[config.mk]
export PLATFORM = sky130hd
export DESIGN_NAME = jtag_isp_status
export DESIGN_NICKNAME = d
export VERILOG_FILES = /design/src/rtl/jtag_isp_pkg.sv /design/src/rtl/jtag_isp_status.sv
export SDC_FILE = /design/constraint.sdc
export NUM_CORES = 1
export LEC_CHECK = 0
export ABC_CLOCK_PERIOD_IN_PS = 2900
export CAP_MARGIN = 20
export CELL_PAD_IN_SITES_DETAIL_PLACEMENT = 1
export CELL_PAD_IN_SITES_GLOBAL_PLACEMENT = 2
export CORE_ASPECT_RATIO = 1.4
export CORE_MARGIN = 5
export CORE_UTILIZATION = 35
export DETAILED_ROUTE_END_ITERATION = 10
export DONT_BUFFER_PORTS = 1
export PLACE_DENSITY = 0.68
export REMOVE_ABC_BUFFERS = 1
export SYNTH_ARGS = -nofsm -noshare
export SYNTH_HDL_FRONTEND = slang
export SYNTH_SLANG_ARGS = --single-unit
[constraint.sdc]
create_clock -name I_CLK -period 2.9 [get_ports I_CLK]
set_input_delay 0.435 -clock I_CLK [delete_from_list [all_inputs] [get_ports I_CLK]]
set_output_delay 0.435 -clock I_CLK [all_outputs]
set_load 0.01 [all_outputs]
[src/rtl/jtag_isp_pkg.sv]
// Constants, field layout and state types for the test-port status and security block.
// Assumes a single 50 MHz system clock; all pin inputs are synchronised inside the block.
package jtag_isp_pkg;

  // Shift register and bus widths
  localparam int IR_W = 8;
  localparam int DR_W = 16;
  localparam int REG_W = 8;
  localparam int SECT_N = 12; // 8 primary plus 4 secondary sectors
  localparam int SECT_W = 4;
  localparam int BYTE_W = 8;

  // Port-enable register, offset from config_reg_base
  localparam logic [7:0] PORT_EN_OFFSET = 8'hC7;
  localparam int PORT_EN_BIT = 0;
  localparam logic [REG_W-1:0] PORT_EN_RESET = 8'h00;

  // Pin synchroniser layout
  localparam int SYNC_N = 3;
  localparam int SYNC_2ND = 1;
  localparam int SYNC_3RD = 2;
  localparam int PIN_N = 4;
  localparam int PIN_TCK = 0;
  localparam int PIN_TMS = 1;
  localparam int PIN_TDI = 2;
  localparam int PIN_RSTN = 3;
  localparam logic [PIN_N-1:0] LVL_RESET = 4'h0;

  // Instruction codes (plain defaults; the true encoding is not known here)
  localparam logic [IR_W-1:0] IR_CAPTURE = 8'h01;
  localparam logic [IR_W-1:0] IR_NONE = 8'h00;
  localparam logic [IR_W-1:0] CMD_ENTRY_PP = 8'h10; // config_mode_entry_cmd, push-pull
  localparam logic [IR_W-1:0] CMD_ENTRY_OD = 8'h11; // config_mode_entry_cmd, open-drain
  localparam logic [IR_W-1:0] CMD_EXIT = 8'h12; // config_mode_exit_cmd
  localparam logic [IR_W-1:0] CMD_CLEAR = 8'h13; // fail_flag_clear_cmd
  localparam logic [IR_W-1:0] CMD_PROG = 8'h14;
  localparam logic [IR_W-1:0] CMD_SECT_ERASE = 8'h15;
  localparam logic [IR_W-1:0] CMD_CHIP_ERASE = 8'h16;
  localparam logic [IR_W-1:0] CMD_READ = 8'h17;

  // Data register fields
  localparam int DR_ADDR_LSB = 0;
  localparam int DR_DATA_LSB = 8;
  localparam int DR_SECT_LSB = 0;

  // Flash operation kinds
  localparam logic [1:0] OP_NONE = 2'h0;
  localparam logic [1:0] OP_PROG = 2'h1;
  localparam logic [1:0] OP_SECT = 2'h2;
  localparam logic [1:0] OP_CHIP = 2'h3;

  // Test access port controller states
  typedef enum logic [15:0] {
    TAP_TLR = 16'h0001, TAP_RTI = 16'h0002, TAP_SEL_DR = 16'h0004, TAP_CAP_DR = 16'h0008,
    TAP_SHF_DR = 16'h0010, TAP_EX1_DR = 16'h0020, TAP_PAU_DR = 16'h0040,
    TAP_EX2_DR = 16'h0080, TAP_UPD_DR = 16'h0100, TAP_SEL_IR = 16'h0200,
    TAP_CAP_IR = 16'h0400, TAP_SHF_IR = 16'h0800, TAP_EX1_IR = 16'h1000,
    TAP_PAU_IR = 16'h2000, TAP_EX2_IR = 16'h4000, TAP_UPD_IR = 16'h8000
  } tap_t;

endpackage : jtag_isp_pkg

[src/rtl/jtag_isp_status.sv]
// Test access port status, error, enable and security logic of the device.
// Assumes a flash engine on the same clock that takes op_start pulses and
// reports busy, done and fail; TCK, TMS, TDI and the reset pin are asynchronous.
// Overview of operation
// - Status and error pins are enabled only after the configuration entry command.
// - Error pin goes low when a sector erase or byte program fails.
// - Error stays low until clear command, or reset pulse after exit command.
// - Status pin is high while both flash arrays are readable.
// - Status pin is low during program, erase or secondary flash writes.
// - Entry command option makes status and error pins open-drain.
// - With security set, all reads are refused.
// - With security set, full-chip erase is the only flash operation accepted over the port.
// - Successful full-chip erase clears the security state.
// - Each sector has a protect bit; erasing a protected sector is rejected.
// - Port-enable register bit 0 enables the test pins, 0 disables them.
// - Pins dedicated by nonvolatile bit ignore the device reset.
// - Pins enabled only by register are blocked by an active device reset.
// - Delivered state: memory reads as ones, configuration registers as zero.
// - Test pins are active if nonvolatile bit, register bit or product term.
// - Port-enable register sits at offset C7h and clears on device reset.
// - Test data output stays an input until the entry command arrives.
`timescale 1ns/1ps
module jtag_isp_status (
  // Clock and reset
  input wire logic I_CLK,
  input wire logic I_RST,
  // Test port pins and device reset pin
  input wire logic I_TCK,
  input wire logic I_TMS,
  input wire logic I_TDI,
  input wire logic I_DEV_RESET_N,
  output logic O_TDO,
  output logic O_TDO_OE,
  // Status and error pins
  output logic O_PROG_BUSY_N_OUT,
  output logic O_PROG_BUSY_N_OE,
  output logic O_PROG_FAIL_N_OUT,
  output logic O_PROG_FAIL_N_OE,
  // Pin selection sources
  input wire logic I_NVM_DEDICATED,
  input wire logic I_TEST_PINS_SELECT_TERM,
  output logic O_TEST_PINS_ON,
  // Microcontroller register port
  input wire logic I_REG_WR,
  input wire logic [7:0] I_REG_ADDR,
  input wire logic [jtag_isp_pkg::REG_W-1:0] I_REG_WDATA,
  output logic [jtag_isp_pkg::REG_W-1:0] O_REG_RDATA,
  // Nonvolatile security and protection bits
  input wire logic I_SECURITY_BIT,
  input wire logic [jtag_isp_pkg::SECT_N-1:0] I_SECTOR_PROTECT,
  output logic O_READ_BLOCK,
  // Flash engine
  input wire logic I_FLASH_BUSY,
  input wire logic I_SEC_WRITING,
  input wire logic I_OP_DONE,
  input wire logic I_OP_FAIL,
  input wire logic [jtag_isp_pkg::BYTE_W-1:0] I_READ_DATA,
  output logic O_OP_START,
  output logic [1:0] O_OP_KIND,
  output logic [jtag_isp_pkg::SECT_W-1:0] O_OP_SECTOR,
  output logic [jtag_isp_pkg::BYTE_W-1:0] O_OP_ADDR,
  output logic [jtag_isp_pkg::BYTE_W-1:0] O_OP_DATA
);
  import jtag_isp_pkg::*;

  typedef struct packed {
    logic [PIN_N-1:0][SYNC_N-1:0] sync;
    logic [PIN_N-1:0] lvl;
    tap_t tap;
    logic [IR_W-1:0] ir;
    logic [IR_W-1:0] ir_shift;
    logic [DR_W-1:0] dr;
    logic cfg_mode;
    logic od_mode;
    logic exit_seen;
    logic fail;
    logic secure;
    logic strap_done;
    logic erase_pend;
    logic port_en;
    logic [REG_W-1:0] rdata;
    logic tdo;
    logic tdo_oe;
    logic busy_out;
    logic busy_oe;
    logic fail_out;
    logic fail_oe;
    logic pins_on;
    logic read_block;
    logic op_start;
    logic [1:0] op_kind;
    logic [SECT_W-1:0] op_sector;
    logic [BYTE_W-1:0] op_addr;
    logic [BYTE_W-1:0] op_data;
  } state_t;

  state_t s;
  state_t next_s;
  logic tck_rise;
  logic tck_fall;
  logic dev_rst;
  logic dev_rst_fall;
  logic jtag_on;
  logic tap_hold;
  logic ir_go;
  logic dr_go;
  logic clr_cmd;
  logic rst_clear;
  logic reject;
  logic busy_val;

  // Sector index is legal and not protected
  function automatic logic sect_ok(input logic [SECT_W-1:0] sect,
                                   input logic [SECT_N-1:0] prot);
    sect_ok = (32'(sect) < SECT_N) && !prot[sect];
  endfunction : sect_ok

  // Standard test access port state walk
  function automatic tap_t tap_next(input tap_t st, input logic tms);
    case (st)
      TAP_TLR: tap_next = tms ? TAP_TLR : TAP_RTI;
      TAP_RTI: tap_next = tms ? TAP_SEL_DR : TAP_RTI;
      TAP_SEL_DR: tap_next = tms ? TAP_SEL_IR : TAP_CAP_DR;
      TAP_CAP_DR: tap_next = tms ? TAP_EX1_DR : TAP_SHF_DR;
      TAP_SHF_DR: tap_next = tms ? TAP_EX1_DR : TAP_SHF_DR;
      TAP_EX1_DR: tap_next = tms ? TAP_UPD_DR : TAP_PAU_DR;
      TAP_PAU_DR: tap_next = tms ? TAP_EX2_DR : TAP_PAU_DR;
      TAP_EX2_DR: tap_next = tms ? TAP_UPD_DR : TAP_SHF_DR;
      TAP_UPD_DR: tap_next = tms ? TAP_SEL_DR : TAP_RTI;
      TAP_SEL_IR: tap_next = tms ? TAP_TLR : TAP_CAP_IR;
      TAP_CAP_IR: tap_next = tms ? TAP_EX1_IR : TAP_SHF_IR;
      TAP_SHF_IR: tap_next = tms ? TAP_EX1_IR : TAP_SHF_IR;
      TAP_EX1_IR: tap_next = tms ? TAP_UPD_IR : TAP_PAU_IR;
      TAP_PAU_IR: tap_next = tms ? TAP_EX2_IR : TAP_PAU_IR;
      TAP_EX2_IR: tap_next = tms ? TAP_UPD_IR : TAP_SHF_IR;
      TAP_UPD_IR: tap_next = tms ? TAP_SEL_DR : TAP_RTI;
      default: tap_next = TAP_TLR;
    endcase
  endfunction : tap_next

  // Whole next state in one place
  always_comb begin
    next_s = s;
    next_s.op_start = 1'b0;
    ir_go = 1'b0;
    dr_go = 1'b0;
    clr_cmd = 1'b0;
    reject = 1'b0;
    // Pins settle only once second and third stage agree, which filters glitches
    for (int k = 0; k < PIN_N; k++) begin
      next_s.sync[k] = {s.sync[k][SYNC_2ND:0], 1'b0};
      if (s.sync[k][SYNC_2ND] == s.sync[k][SYNC_3RD]) begin
        next_s.lvl[k] = s.sync[k][SYNC_3RD];
      end
    end
    next_s.sync[PIN_TCK][0] = I_TCK;
    next_s.sync[PIN_TMS][0] = I_TMS;
    next_s.sync[PIN_TDI][0] = I_TDI;
    next_s.sync[PIN_RSTN][0] = I_DEV_RESET_N;
    tck_rise = next_s.lvl[PIN_TCK] & ~s.lvl[PIN_TCK];
    tck_fall = ~next_s.lvl[PIN_TCK] & s.lvl[PIN_TCK];
    dev_rst = ~s.lvl[PIN_RSTN];
    dev_rst_fall = s.lvl[PIN_RSTN] & ~next_s.lvl[PIN_RSTN];
    jtag_on = I_NVM_DEDICATED | s.port_en | I_TEST_PINS_SELECT_TERM;
    // Dedicated pins ride through device reset, register-enabled ones do not
    tap_hold = ~jtag_on | (dev_rst & ~I_NVM_DEDICATED);

    // Port-enable register; upper bits are not stored
    if (I_REG_WR && I_REG_ADDR == PORT_EN_OFFSET) begin
      next_s.port_en = I_REG_WDATA[PORT_EN_BIT];
    end
    if (dev_rst) begin
      next_s.port_en = PORT_EN_RESET[PORT_EN_BIT];
    end
    next_s.rdata = PORT_EN_RESET;
    if (I_REG_ADDR == PORT_EN_OFFSET) begin
      next_s.rdata[PORT_EN_BIT] = s.port_en;
    end

    // Security bit caught once after reset release
    if (!s.strap_done) begin
      next_s.secure = I_SECURITY_BIT;
      next_s.strap_done = 1'b1;
    end

    // Controller walk on synchronised TCK edges
    if (tap_hold) begin
      next_s.tap = TAP_TLR;
      next_s.ir = IR_NONE;
    end else if (tck_rise) begin
      case (s.tap)
        TAP_CAP_DR: begin
          if (s.ir == CMD_READ) begin
            // Secured parts shift out zeros, never array content
            next_s.dr = s.secure ? '0 : {{(DR_W-BYTE_W){1'b0}}, I_READ_DATA};
          end
        end
        TAP_SHF_DR: next_s.dr = {s.lvl[PIN_TDI], s.dr[DR_W-1:1]};
        TAP_CAP_IR: next_s.ir_shift = IR_CAPTURE;
        TAP_SHF_IR: next_s.ir_shift = {s.lvl[PIN_TDI], s.ir_shift[IR_W-1:1]};
        TAP_UPD_IR: begin
          next_s.ir = s.ir_shift;
          ir_go = 1'b1;
        end
        TAP_UPD_DR: dr_go = 1'b1;
        default: ;
      endcase
      next_s.tap = tap_next(s.tap, s.lvl[PIN_TMS]);
    end
    if (tck_fall && s.tap == TAP_SHF_DR) begin
      next_s.tdo = s.dr[0];
    end else if (tck_fall && s.tap == TAP_SHF_IR) begin
      next_s.tdo = s.ir_shift[0];
    end

    // Instruction-level commands
    if (ir_go) begin
      case (s.ir_shift)
        CMD_ENTRY_PP, CMD_ENTRY_OD: begin
          next_s.cfg_mode = 1'b1;
          next_s.od_mode = (s.ir_shift == CMD_ENTRY_OD);
          next_s.exit_seen = 1'b0;
        end
        CMD_EXIT: begin
          next_s.cfg_mode = 1'b0;
          next_s.exit_seen = 1'b1;
        end
        CMD_CLEAR: clr_cmd = s.cfg_mode;
        CMD_CHIP_ERASE: begin
          // Chip erase is the one flash operation a secured part accepts
          if (s.cfg_mode && !s.erase_pend) begin
            next_s.op_start = 1'b1;
            next_s.op_kind = OP_CHIP;
            next_s.erase_pend = 1'b1;
          end
        end
        default: ;
      endcase
    end
    // Data-level commands, all blocked while secured
    if (dr_go && s.cfg_mode && !s.secure) begin
      if (s.ir == CMD_PROG) begin
        next_s.op_start = 1'b1;
        next_s.op_kind = OP_PROG;
        next_s.op_addr = s.dr[DR_ADDR_LSB +: BYTE_W];
        next_s.op_data = s.dr[DR_DATA_LSB +: BYTE_W];
      end else if (s.ir == CMD_SECT_ERASE) begin
        if (sect_ok(s.dr[DR_SECT_LSB +: SECT_W], I_SECTOR_PROTECT)) begin
          next_s.op_start = 1'b1;
          next_s.op_kind = OP_SECT;
          next_s.op_sector = s.dr[DR_SECT_LSB +: SECT_W];
        end else begin
          reject = 1'b1;
        end
      end
    end

    // A clean chip erase leaves the part blank and unsecured
    if (I_OP_DONE && s.erase_pend) begin
      next_s.erase_pend = 1'b0;
      if (!I_OP_FAIL) begin
        next_s.secure = 1'b0;
      end
    end

    // Sticky error flag; a new failure beats a clear in the same cycle
    rst_clear = dev_rst_fall & s.exit_seen;
    if (rst_clear) begin
      next_s.exit_seen = 1'b0;
    end
    if (clr_cmd || rst_clear) begin
      next_s.fail = 1'b0;
    end
    if (I_OP_FAIL || reject) begin
      next_s.fail = 1'b1;
    end

    // Pin drivers; open-drain only pulls low, so wired-OR across parts works
    busy_val = ~(I_FLASH_BUSY | I_SEC_WRITING | s.op_start);
    next_s.busy_out = s.od_mode ? 1'b0 : busy_val;
    next_s.busy_oe = s.cfg_mode & (~s.od_mode | ~busy_val);
    next_s.fail_out = s.od_mode ? 1'b0 : ~s.fail;
    next_s.fail_oe = s.cfg_mode & (~s.od_mode | s.fail);
    next_s.tdo_oe = s.cfg_mode & jtag_on;
    next_s.pins_on = jtag_on;
    next_s.read_block = s.secure;
  end

  // State register; delivered state is all configuration bits at zero
  always_ff @(posedge I_CLK or posedge I_RST) begin
    if (I_RST) begin
      s <= '0;
      s.tap <= TAP_TLR;
      s.lvl <= LVL_RESET;
      s.busy_out <= 1'b1;
      s.fail_out <= 1'b1;
    end else begin
      s <= next_s;
    end
  end

  // Outputs straight from the state register
  assign O_TDO = s.tdo;
  assign O_TDO_OE = s.tdo_oe;
  assign O_PROG_BUSY_N_OUT = s.busy_out;
  assign O_PROG_BUSY_N_OE = s.busy_oe;
  assign O_PROG_FAIL_N_OUT = s.fail_out;
  assign O_PROG_FAIL_N_OE = s.fail_oe;
  assign O_TEST_PINS_ON = s.pins_on;
  assign O_REG_RDATA = s.rdata;
  assign O_READ_BLOCK = s.read_block;
  assign O_OP_START = s.op_start;
  assign O_OP_KIND = s.op_kind;
  assign O_OP_SECTOR = s.op_sector;
  assign O_OP_ADDR = s.op_addr;
  assign O_OP_DATA = s.op_data;
endmodule : jtag_isp_status

# Word level (Yosys, flattened, before mapping)
# Cells that the tools add are included.
[op_classes]
magnitude_cmp = 2
n_eq_ne = 31
n_mux = 65
bitwise_logic = 26
n_reduce_logical = 38
[ops]
columns = ["operator", "count"]
rows = [
  ["one-hot mux 16 bit (12 select lines)", 1],
  ["equality test 8 x 5 -> 1 bit (second input constant)", 8],
  ["2-to-1 mux 16 bit", 4],
  ["2-to-1 mux 48 bit", 1],
  ["2-to-1 mux 1 bit", 32],
  ["one-hot mux 16 bit (2 select lines)", 1],
  ["2-to-1 mux 24 bit", 1],
  ["2-to-1 mux 8 bit", 3],
  ["2-to-1 mux 23 bit", 1],
  ["nonzero test 2 bit", 11],
  ["2-to-1 mux 9 bit", 2],
  ["equality test 16 x 1 -> 1 bit (second input constant)", 1],
  ["equality test 16 x 10 -> 1 bit (second input constant)", 1],
  ["equality test 16 x 11 -> 1 bit (second input constant)", 1],
  ["equality test 16 x 12 -> 1 bit (second input constant)", 1],
  ["equality test 16 x 13 -> 1 bit (second input constant)", 1],
  ["equality test 16 x 14 -> 1 bit (second input constant)", 1],
  ["equality test 16 x 15 -> 1 bit (second input constant)", 1],
  ["equality test 16 bit (second input constant)", 1],
  ["equality test 16 x 2 -> 1 bit (second input constant)", 1],
  ["equality test 16 x 3 -> 1 bit (second input constant)", 1],
  ["equality test 16 x 4 -> 1 bit (second input constant)", 1],
  ["equality test 16 x 5 -> 1 bit (second input constant)", 1],
  ["equality test 16 x 6 -> 1 bit (second input constant)", 1],
  ["33 further kinds", 84],
]
[totals]
regBits = 104
in_bits = 50
output_inout_bits = 39
wordCells = 195

# Longest topological paths before layout
# Gate-level depths: netlist of the first run.
[depth]
ltp_word = 10
mapped_depth = 8
depth_no_buf = 5

# Least setup slack after synthesis of the first run
# No wires, ideal clock.
[synth_path]
path_type = "register to register"
from = "reg s[80] (netlist bit)"
to = "reg s, in the netlist O_OP_ADDR[1]"
arrival_ns = 2.045
setup_slack_ns = 0.727
path_stages_with_launch = 8
path_buffers = 3
period_less_slack_ns = 2.173
cell_sequence = "dfrtp_1 -> buf_6 -> nor4_1 -> buf_2 -> nand3_1 -> nor4_4 -> buf_6 -> mux2_1"
[synth_via]
elab_chain_len = 7
[synth_rtl]
columns = ["item", "line_no", "source"]
rows = [
  ["from (decl)", "jtag_isp_status.sv:97", "state_t s;"],
  ["from (signal assigned)", "jtag_isp_status.sv:298", "s <= next_s;"],
  ["equality test 16 x 9 -> 1 bit", "jtag_isp_status.sv:191", "case (s.tap)"],
  ["2-to-1 mux 1 bit", "jtag_isp_status.sv:191", ""],
  ["2-to-1 mux 1 bit", "jtag_isp_status.sv:190", "end else if (tck_rise) begin"],
  ["2-to-1 mux 1 bit", "jtag_isp_status.sv:187", "if (tap_hold) begin"],
  ["logical AND 1 bit (2 in a row)", "jtag_isp_status.sv:241", "if (dr_go && s.cfg_mode && !s.secure) begin"],
  ["AND reduction 2 bit (no line)", "--", ""],
]
# Every way passes these cells.
# A chain may end at the register's enable or synchronous reset.

# Worst setup path after layout of the first run
[layout_path]
from = "reg s[84] (netlist bit)"
to = "reg s, in the netlist O_TDO"
[layout_via]
elab_chain_len = 3
[layout_rtl]
columns = ["item", "line_no"]
rows = [
  ["equality test 16 x 5 -> 1 bit or equality test 16 x 12 -> 1 bit (tied branches)", "jtag_isp_status.sv:210, jtag_isp_status.sv:212"],
  ["logical AND 1 bit (on tied branches)", "jtag_isp_status.sv:210, jtag_isp_status.sv:212"],
  ["2-to-1 mux 1 bit or nonzero test 2 bit (tied branches)", "--"],
]
# Parallel ways exist; a longest one is shown, timed or not.

==> metrics.md, run 1 <==
| Metric | Value |
|---|---|
| Sequential power share | `51.4%` |
| Final net count | `474` |
| Share of the synthesized area in the top cell type | `50.25%` |
| Total power | `2.930 mW` |
| Ys Warns | `0` |
| Netlist Area Pre-Place | `5030 µm²` |
| Hold Crit Class | `input port to flip-flop` |
| Sequential area share after synthesis | `51.82%` |
| Share of cells above drive strength 1 | `14.45%` |
| ANT nets after route | `0` |
| Hold buffer count at CTS | `1` |
| Final Hold Violating Endpoints | `0` |
| Distinct cells, synth | `64` |
| Die Y | `151.8 µm` |
| Crit path arrival time | `2.68 ns` |
| Drt first-iter violations | `107` |
| GRT Resource Usage Total | `14.39%` |
| # diodes | `0` |
| Crit-path cells | `or4_4 > nor4b_4 > and3_1 > o21ai_1 > a22oi_1` |
| CTS Buffer Depth | `2` |
| Setup violators final | `0` |
| Pre-CTS setup slack | `0.4724 ns` |
| Half-perimeter wire length after placement | `8620 µm` |
| Final Skew | `0.009056 ns` |
| Worst path bufs/invs | `0` |
| Average vias per placed instance | `5.376` |
| Slew headroom | `48.11%` |
| CP delay by family, top | `simple AND/OR/NAND/NOR gates` |
| GP Congestion | `0.7905` |
| Full die area | `16,900 µm²` |
| Fin worst setup slack | `0.4731 ns` |
| Crit path kind | `flip-flop to flip-flop` |
| Slowest CP cell | `or4_4` |
| Status | `finished clean` |
| Worst-path clk slew | `0.08 ns` |
| Worst slew pin tran | `0.7784 ns` |
| RSZ-0062 raised after global routing | `false` |
| Final Cycle Share | `83.69%` |
| Root buf cell | `clkbuf_16` |
| Clock power frac | `43.7%` |
| DR vias | `3,301` |
| Fmax | `412.0 MHz` |
| Ys async rst share | `100.0%` |
| Crit. End Element | `flip-flop` |
| Sw frac | `23.79%` |
| Psw | `0.6968 mW` |
| Routed wire per std cell | `19.47 µm` |
| Core Box Area | `14,040 µm²` |
| Post_cts resized | `0` |
| Rows | `51` |
| Clock sinks | `104` |
| Max stage delay on crit path | `0.59 ns` |
| Min cycle time layout | `2.427 ns` |
| Total global routing overflow | `0` |
| Buffer count from post-CTS setup fixing | `0` |
| CTS tree | `done` |
| Crit path launch type | `flip-flop` |
| Pint | `2.233 mW` |
| First drt pass iteration count | `4` |
| CTS Buf Count | `9` |
| Main area contributors after synthesis | `dfrtp_1, buf_4, a22o_1, mux2_2, nand2_1` |
| H-tree levels | `3` |
| Max cap viols | `0` |
| I/O Pins | `89` |
| Logic pwr share | `4.9%` |
| VDD IR max | `0.3007 mV` |
| #FFs+latches synth | `104` |
| Fin cells | `614` |
| Final wirelength | `11,960 µm` |
| Initial antenna violation count | `0` |
| I/O Buffers | `0` |
| Cell taking the most area after synthesis | `dfrtp_1` |
| # DRC | `0` |
| Number of synthesized flops with an enable pin | `0` |
| Vias in the first global route | `3,648` |
| Max-slew violations | `0` |
| Worst skew pair latency | `0.35 ns` |
| Worst endpoint required time | `3.16 ns` |
| Cells after synthesis | `444` |
| Commonest register cell after synthesis | `dfrtp_1` |
| Area growth, synth to finish | `6.841%` |
| Leakage power | `2.432 nW` |
| Post-Place Cells | `597` |
| Largest net degree at the start of global routing | `79` |
| Die W | `111.3 µm` |
| First-pass GRT wire length | `19,710 µm` |
| PwrDens | `545.1 nW/µm²` |
| Syn avg cell area | `11.33 µm²` |
| Initial Utilization | `35.83%` |
| Critical path peak fanout | `8` |
-- logic make-up after synthesis --
family / count (synthesis) / synth area share (%)
AND/OR/NAND/NOR: 143 / 18.58
other: 2 / 0.1493
AO/OA/AOI/OAI: 82 / 11.32
adder cells (fa/ha/maj): 3 / 0.5970
XOR/XNOR: 5 / 0.8706
flip-flops: 104 / 51.82
buffers and inverters: 70 / 8.383
multiplexers: 35 / 8.284
-- layout by cell type (no fill, tap or decap), types with 10 or more instances in the layout --
cell type	synthesis	routed
dfrtp_1	101	101
nand2_1	35	35
a22o_1	23	23
inv_1	18	17
o21ai_0	17	17
nor2_1	17	17
nand4_1	13	13
mux2_2	13	13
buf_4	33	13
a21oi_1	12	12
nor4b_1	11	11
mux2_1	10	10
-- per-stage QoR --
step / TNS [ns] / util [%] / hold WS [ns] / cell area [µm²]
2_1_floorplan: -28.67 / - / 0.3312 / 4698
3_3_place_gp: 0 / 35.97 / 0.2991 / 5050
3_5_place_dp: 0 / 35.97 / 0.3138 / 5050
4_1_cts: 0 / 38.28 / 0.09346 / 5374
5_1_grt: 0 / 38.28 / 0.08423 / 5374
6_report: 0 / 38.28 / 0.1087 / 5374
-- registers in the layout, indices dropped and copies added (netlist names), 2 cells and up --
signal	count
O_OP_DATA	8
O_OP_ADDR	8
s	63
next_s	9
O_OP_KIND	2
O_OP_SECTOR	4
-- area by class of cell --
| cell class | count | area, µm² |
|---|---|---|
| Sequential cell | 104 | 2606 |
| Tap cell | 185 | 231.5 |
| Multi-Input combinational cell | 276 | 2024 |
| Timing Repair Buffer | 15 | 127.6 |
| Fill cell | 1550 | 8665 |
| Clock inverter | 6 | 75.07 |
| Inverter | 18 | 70.07 |
| Clock buffer | 10 | 239.0 |
-- power groups by stage --
stage               combinational [mW]  sequential, mW  clock, mW
floorplan                       0.0980            1.53          0
global placement                 0.141            1.53          0
detailed placement               0.145            1.53          0
CTS                              0.147            1.51       1.32
global route                     0.163            1.51       1.39
finish                           0.143            1.51       1.28
-- worst paths after layout --
kind | start | endpoint | slack (ns) | cells past startpoint
max reg2reg | s[84]$_DFFE_PP0P_ | O_TDO$_DFFE_PP0P_ | 0.47 | 5
max in group asynchronous | I_RST | s[85]$_DFFE_PP0P_ | 1.61 | 3
min in group asynchronous | I_RST | s[51]$_DFFE_PP0P_ | 0.54 | 2
min | I_DEV_RESET_N | next_s[109]$_DFF_PP0_ | 0.11 | 0
min reg2reg | next_s[103]$_DFF_PP0_ | next_s[104]$_DFF_PP0_ | 0.35 | 0
max | s[84]$_DFFE_PP0P_ | O_TDO$_DFFE_PP0P_ | 0.47 | 5
-- cell usage after synthesis, drive strengths merged, types with 3 or more instances --
master / number
nor3: 9
buf: 45
dfstp: 3
a22oi: 3
and2: 3
a21o: 3
nand2b: 6
a22o: 23
nor3b: 8
nor4: 10
nor4b: 12
mux2i: 9
dfrtp: 101
nand4b: 3
a31oi: 3
inv: 18
nand3: 9
nor2: 17
nand4: 14
or4: 3
o21ai: 21
xor2: 4
mux4: 3
mux2: 23
nand2: 35
clkbuf: 7
nor2b: 3
a21oi: 12
maj3: 3
-- worst reg2reg max path: stages, from the launching register on --
cell and delay (ns):
dfrtp_1 0.51, or4_4 0.59, nor4b_4 0.44, and3_1 0.47, o21ai_1 0.13, a22oi_1 0.20
-- per-layer routing --
layer	wire, µm	vias to the layer above	GRT usage, %	share of wire (%)
met2	6393	51	25.71	53
met1	4813	1714	16.19	40
met3	584	9	4.926	4.9
li1	-	1527	-	-
met4	165	0	4.116	1.4
met5	0	-	0	0
No activity file was read; power rests on OpenSTA's default activity.
==> run 2, diff against run 1 <==
ABC_CLOCK_PERIOD_IN_PS = 2300   (was 2900)
PLACE_DENSITY = 0.66   (was 0.68)
clock period = 2.3 ns   (was 2.9 ns; I/O delays follow)
==> run 2 against run 1 <==
Sequential cell count did not move. Combinational power rose by 41%. Highest routed layer unchanged. Critical path type unchanged. Clock power rose by 23%. Fmax rose by 9.2%. Largest cell class unchanged.
==> metrics.md, run 2 (synthesis results as in run 1) <==
| Metric | Value |
|---|---|
| Status | `finished clean` |
| First drt pass iteration count | `4 (unchanged)` |
| Worst endpoint required time | `2.52 ns (-0.64 ns)` |
| Final Skew | `0.01319 ns (+0.004129 ns)` |
| Most frequent cells in the layout | `dfrtp_1, buf_4, nand2_1` |
| Initial Utilization | `35.83% (unchanged)` |
| Sw frac | `23.72% (-0.065 points)` |
| CTS Buffer Depth | `2 (unchanged)` |
| Pint | `2.804 mW (+26%)` |
| Layout Cell Area excl Fill | `5660 µm² (+5.3%)` |
| CTS tree | `done` |
| Full die area | `16,900 µm² (unchanged)` |
| Clock power frac | `42.9% (-0.8 points)` |
| Share of cells above drive strength 1 | `21.26% (+6.8 points)` |
| Met3 usage | `4.172% (-0.75 points)` |
| Sequential power share | `51.6% (+0.2 points)` |
| Placed inst area | `5298 µm² (+4.9%)` |
| Max cap viols | `0 (unchanged)` |
| Total power | `3.676 mW (+25%)` |
| Area growth, synth to finish | `12.54%` |
| Worst Hold Depth | `0 (unchanged)` |
| Leading cell type in the layout, fill and taps excluded | `dfrtp_1` |
| H-tree levels | `3 (unchanged)` |
| Rows | `51 (unchanged)` |
| # diodes | `0 (unchanged)` |
| GRT Resource Usage Total | `15.07% (+0.69 points)` |
| Fin worst setup slack | `0.07827 ns (-0.3948 ns)` |
| Fmax | `450.1 MHz (+9.2%)` |
| Leakage power | `2.605 nW (+7.1%)` |
| Root buf cell | `clkbuf_16` |
| DR vias | `3,429 (+3.9%)` |
| PwrDens | `649.4 nW/µm² (+19%)` |
| Met2 Track Usage GR | `27.55% (+1.8 points)` |
| CTS Buf Count | `9 (unchanged)` |
| Logic pwr share | `5.5% (+0.6 points)` |
| Max-slew violations | `0 (unchanged)` |
| Hold Crit Class | `input port to flip-flop` |
| Routed wire per std cell | `19.11 µm (-1.8%)` |
| Final wirelength | `12,350 µm (+3.3%)` |
| Min cycle time layout | `2.222 ns (-0.2052 ns)` |
| Critical path peak fanout | `5 (-3)` |
| Vias in the first global route | `3,937 (+7.9%)` |
| Setup violators final | `0 (unchanged)` |
| Worst skew pair latency | `0.35 ns (about the same)` |
| Half-perimeter wire length after placement | `9271 µm (+7.5%)` |
| Slew headroom | `48.10% (about the same)` |
| Final Cycle Share | `96.60% (+13 points)` |
| ANT nets after route | `0 (unchanged)` |
| Crit. End Element | `flip-flop` |
| I/O Pins | `89 (unchanged)` |
| Fillers | `1,571 (+1.4%)` |
| Average vias per placed instance | `5.308 (-1.3%)` |
| # DRC | `0 (unchanged)` |
| Biggest register | `s` |
| Pre-CTS setup slack | `0.002264 ns (-0.4701 ns)` |
| Psw | `0.8719 mW (+25%)` |
| Largest register FFs | `63 (unchanged)` |
| VDD IR max | `0.3953 mV (+31%)` |
| Crit path arrival time | `2.45 ns (-0.23 ns)` |
| First-pass GRT wire length | `20,710 µm (+5.1%)` |
| GR Util met1 | `16.56% (+0.37 points)` |
| Initial antenna violation count | `0 (unchanged)` |
| Crit path launch type | `flip-flop` |
| Drt first-iter violations | `126 (+18%)` |
| R2R depth | `4 (-1)` |
| Largest net degree at the start of global routing | `42 (-47%)` |
| Die W | `111.3 µm (unchanged)` |
| Final Hold Violating Endpoints | `0 (unchanged)` |
| GP Congestion | `0.8462 (+7.0%)` |
| Final net count | `506 (+6.8%)` |
| Clock sinks | `104 (unchanged)` |
| Setup TNS | `0 ns (unchanged)` |
| Crit path kind | `flip-flop to flip-flop` |
| Die Y | `151.8 µm (unchanged)` |
| Top Usage Layer GRT | `met2` |
| Core Box Area | `14,040 µm² (unchanged)` |
| Worst-path clk slew | `0.08 ns (about the same)` |
| Total global routing overflow | `0 (unchanged)` |
| I/O Buffers | `0 (unchanged)` |
| Worst slew pin tran | `0.7785 ns (+0.00009060 ns)` |
## run 2: cell types whose count changed in the layout (fill, tap and decap cells not counted), sizes merged
cell	delta
inv	+1
clkinvlp	-1
dlygate4sd3	+1
buf	+31
## run 2: cell type report
| cell class | instances | area (µm²) | area share [%] |
|---|---|---|---|
| Tap cell | 185 | 231.5 | 4.089 |
| Inverter | 18 | 70.07 | 1.238 |
| Multi-Input combinational cell | 276 | 2041 | 36.05 |
| Timing Repair Buffer | 47 | 407.9 | 7.206 |
| Clock inverter | 6 | 73.82 | 1.304 |
| Clock buffer | 10 | 229.0 | 4.045 |
| Sequential cell | 104 | 2608 | 46.07 |
## run 2: worst max-delay path, stage by stage (launching register included)
cell     delay [ns]
dfrtp_1        0.45
or4b_4         0.58
or3_4          0.44
nor4_4         0.28
mux2_1         0.35
## run 2: routing by layer
layer | part of all wire (%) | routed length [µm]
met2 | 54 | 6691
met4 | 2.1 | 261
met3 | 5.4 | 661
met1 | 38 | 4733
met5 | 0 | 0
## run 2: timing repair
action,in CTS,in global routing
pin swaps,0,2
setup buffers,0,3
endpoints found under the setup margin,1,11
endpoints found under the hold margin,33,1
resized for setup,1,5
cloned,0,0
hold buffers,1,1
## run 2: worst paths after layout
check                                            from                  endpoint  slack (ns)
worst max-delay path                s[91]$_DFFE_PP0P_         s[45]$_DFFE_PP0P_        0.08
worst min-delay path                    I_DEV_RESET_N     next_s[109]$_DFF_PP0_        0.02
worst max register to register      s[91]$_DFFE_PP0P_         s[45]$_DFFE_PP0P_        0.08
worst min register to register  next_s[103]$_DFF_PP0_     next_s[104]$_DFF_PP0_        0.35
max in group asynchronous                       I_RST         s[79]$_DFFE_PP1P_        1.11
min in group asynchronous                       I_RST  O_OP_ADDR[4]$_DFFE_PP0P_        0.50
## run 2: power groups by stage
stage | Sequential (mW) | Clock, mW | Combinational (mW)
finish | 1.90 | 1.58 | 0.202
global route | 1.90 | 1.71 | 0.226
CTS | 1.90 | 1.63 | 0.202
detailed placement | 1.93 | 0 | 0.199
global placement | 1.93 | 0 | 0.195
floorplan | 1.93 | 0 | 0.124
## run 2: stage by stage
step	instances	utilization, %	hold slack (ns)
after floorplan	398	-	0.3312
after global placement	625	37.74	0.2771
after detailed placement	625	37.74	0.2761
after CTS	642	39.97	0.005980
after global routing	646	40.32	0.004270
final	646	40.32	0.02169
==> run 3, diff against run 2 <==
CORE_UTILIZATION = 41   (was 35)
PLACE_DENSITY = 0.76   (was 0.66)
==> run 3 against run 2 <==
Sequential cell count unchanged. Fmax grew 0.51%. Die area is 14% lower. Sequential share of layout area increased by 0.39 points. First-iteration DRC count is 38% lower. Critical endpoint unchanged. Highest routed layer unchanged.
==> metrics.md, run 3 (synthesis results as in run 1) <==
| Metric | Value |
|---|---|
| Status | `finished clean` |
| Initial antenna violation count | `0 (unchanged)` |
| Final net count | `508 (+0.40%)` |
| Worst slew pin tran | `0.7312 ns (-0.04723 ns)` |
| Leading cell type in the layout, fill and taps excluded | `dfrtp_1` |
| Crit. End Element | `flip-flop` |
| Worst-path clk slew | `0.08 ns (about the same)` |
| Crit-path cells | `or4b_1 > or3_4 > nor4_4 > mux2_1` |
| Average vias per placed instance | `5.661 (+6.6%)` |
| Setup violators final | `0 (unchanged)` |
| Biggest register | `s` |
| Root buf cell | `clkbuf_16` |
| Share of cells above drive strength 1 | `20.09% (-1.2 points)` |
| Crit path launch type | `flip-flop` |
| Hold Crit Class | `input port to flip-flop` |
| Fillers | `1,304 (-17%)` |
| Final Skew | `0.01046 ns (-0.002723 ns)` |
| DR vias | `3,470 (+1.2%)` |
| GRT Resource Usage Total | `16.88% (+1.8 points)` |
| Critical path peak fanout | `3 (-2)` |
| Fmax | `452.4 MHz (+0.51%)` |
| # DRC | `0 (unchanged)` |
| First drt pass iteration count | `4 (unchanged)` |
| Final wirelength | `11,880 µm (-3.7%)` |
| H-tree levels | `3 (unchanged)` |
| Vias in the first global route | `3,840 (-2.5%)` |
| Crit path kind | `flip-flop to flip-flop` |
| I/O Pins | `89 (unchanged)` |
| Worst skew pair latency | `0.35 ns (about the same)` |
| Most frequent cells in the layout | `dfrtp_1, buf_4, nand2_1` |
| Area growth, synth to finish | `11.54%` |
| Pre-CTS setup slack | `0.08772 ns (+0.08545 ns)` |
| CTS tree | `done` |
| Crit path arrival time | `2.44 ns (about the same)` |
| Initial Utilization | `41.26% (+5.4 points)` |
| Slew headroom | `51.25% (+3.1 points)` |
| Final Cycle Share | `96.11% (-0.49 points)` |
| GP Congestion | `0.8590 (+1.5%)` |
| Die W | `103.6 µm (-6.9%)` |
| RSZ-0062 raised after global routing | `false` |
| VDD IR max | `0.3639 mV (-7.9%)` |
| Slowest CP cell | `or4b_1` |
| First-pass GRT wire length | `19,780 µm (-4.5%)` |
| PwrDens | `642.4 nW/µm² (-1.1%)` |
| Largest net degree at the start of global routing | `69 (+64%)` |
| CTS Buf Count | `9 (unchanged)` |
| # diodes | `0 (unchanged)` |
| Min cycle time layout | `2.211 ns (-0.01118 ns)` |
| CP delay by family, top | `simple AND/OR/NAND/NOR gates` |
| Setup TNS | `0 ns (unchanged)` |
| ANT nets after route | `0 (unchanged)` |
| Worst path bufs/invs | `0 (unchanged)` |
| Routed wire per std cell | `19.39 µm (+1.4%)` |
| Total global routing overflow | `0 (unchanged)` |
| Die Y | `141.1 µm (-7.1%)` |
| Drt first-iter violations | `78 (-38%)` |
| Max cap viols | `0 (unchanged)` |
| Rows | `48 (-5.9%)` |
| Clock sinks | `104 (unchanged)` |
| Half-perimeter wire length after placement | `8885 µm (-4.2%)` |
| Fin worst setup slack | `0.08945 ns (+0.01118 ns)` |
| I/O Buffers | `0 (unchanged)` |
| Leakage power | `2.604 nW (about the same)` |
| Max stage delay on crit path | `0.65 ns (+0.07 ns)` |
| CTS Buffer Depth | `2 (unchanged)` |
| Final Hold Violating Endpoints | `0 (unchanged)` |
| Worst endpoint required time | `2.53 ns (about the same)` |
| Largest register FFs | `63 (unchanged)` |
| Full die area | `14,610 µm² (-14%)` |
| Max-slew violations | `0 (unchanged)` |
| Core Box Area | `12,190 µm² (-13%)` |
## run 3: area by class of cell
class | count | area (µm²) | share of cell area [%]
sequential | 104 | 2606 | 46.45
tap | 150 | 187.7 | 3.345
inverter | 18 | 70.07 | 1.249
timing repair buffer | 49 | 421.7 | 7.516
multi-input combinational | 276 | 2034 | 36.26
clock inverter | 5 | 47.55 | 0.8475
clock buffer | 11 | 242.7 | 4.326
## run 3: worst paths after layout
check | from | slack, ns | depth (start not counted) | end
max reg2reg | s[91]$_DFFE_PP0P_ | 0.09 | 4 | s[45]$_DFFE_PP0P_
min in group asynchronous | I_RST | 0.34 | 2 | O_OP_ADDR[5]$_DFFE_PP0P_
min | I_FLASH_BUSY | 0.02 | 1 | O_PROG_BUSY_N_OUT$_DFF_PP1_
min reg2reg | next_s[109]$_DFF_PP0_ | 0.35 | 0 | next_s[110]$_DFF_PP0_
max in group asynchronous | I_RST | 1.31 | 3 | s[79]$_DFFE_PP1P_
max | s[91]$_DFFE_PP0P_ | 0.09 | 4 | s[45]$_DFFE_PP0P_
## run 3: through the flow
step	cells	utilization, %	hold WS [ns]	power, mW	instance area (µm²)
2_1_floorplan	398	-	0.3312	2.049	4698
3_3_place_gp	590	42.99	0.1008	2.120	5241
3_5_place_dp	590	42.99	0.1045	2.127	5241
4_1_cts	607	45.45	0.007762	3.642	5542
5_1_grt	613	46.02	0.002439	3.770	5610
6_report	613	46.02	0.02292	3.604	5610
## run 3: what timing repair did
item / 4_1_cts / 5_1_grt
endpoints found under the hold margin: 4 / 4
hold buffers: 1 / 4
setup buffers: 0 / 2
endpoints found under the setup margin: 0 / 12
resized for setup: 0 / 3
## run 3: routing by layer
metal,share of wire (%),GRT usage (%)
met1,39,19.16
met2,54,29.67
met3,4.7,5.085
met4,2.1,6.496
met5,0,0
## run 3: worst register-to-register path: stages (launching register included)
cell and delay [ns]:
dfrtp_1 0.37, or4b_1 0.65, or3_4 0.45, nor4_4 0.28, mux2_1 0.35
## run 3: where the power goes
part           internal (mW)  switching [mW]
Sequential              1.86          0.0336
Combinational         0.0822           0.121
Clock                  0.787           0.717
Total                   2.73           0.872
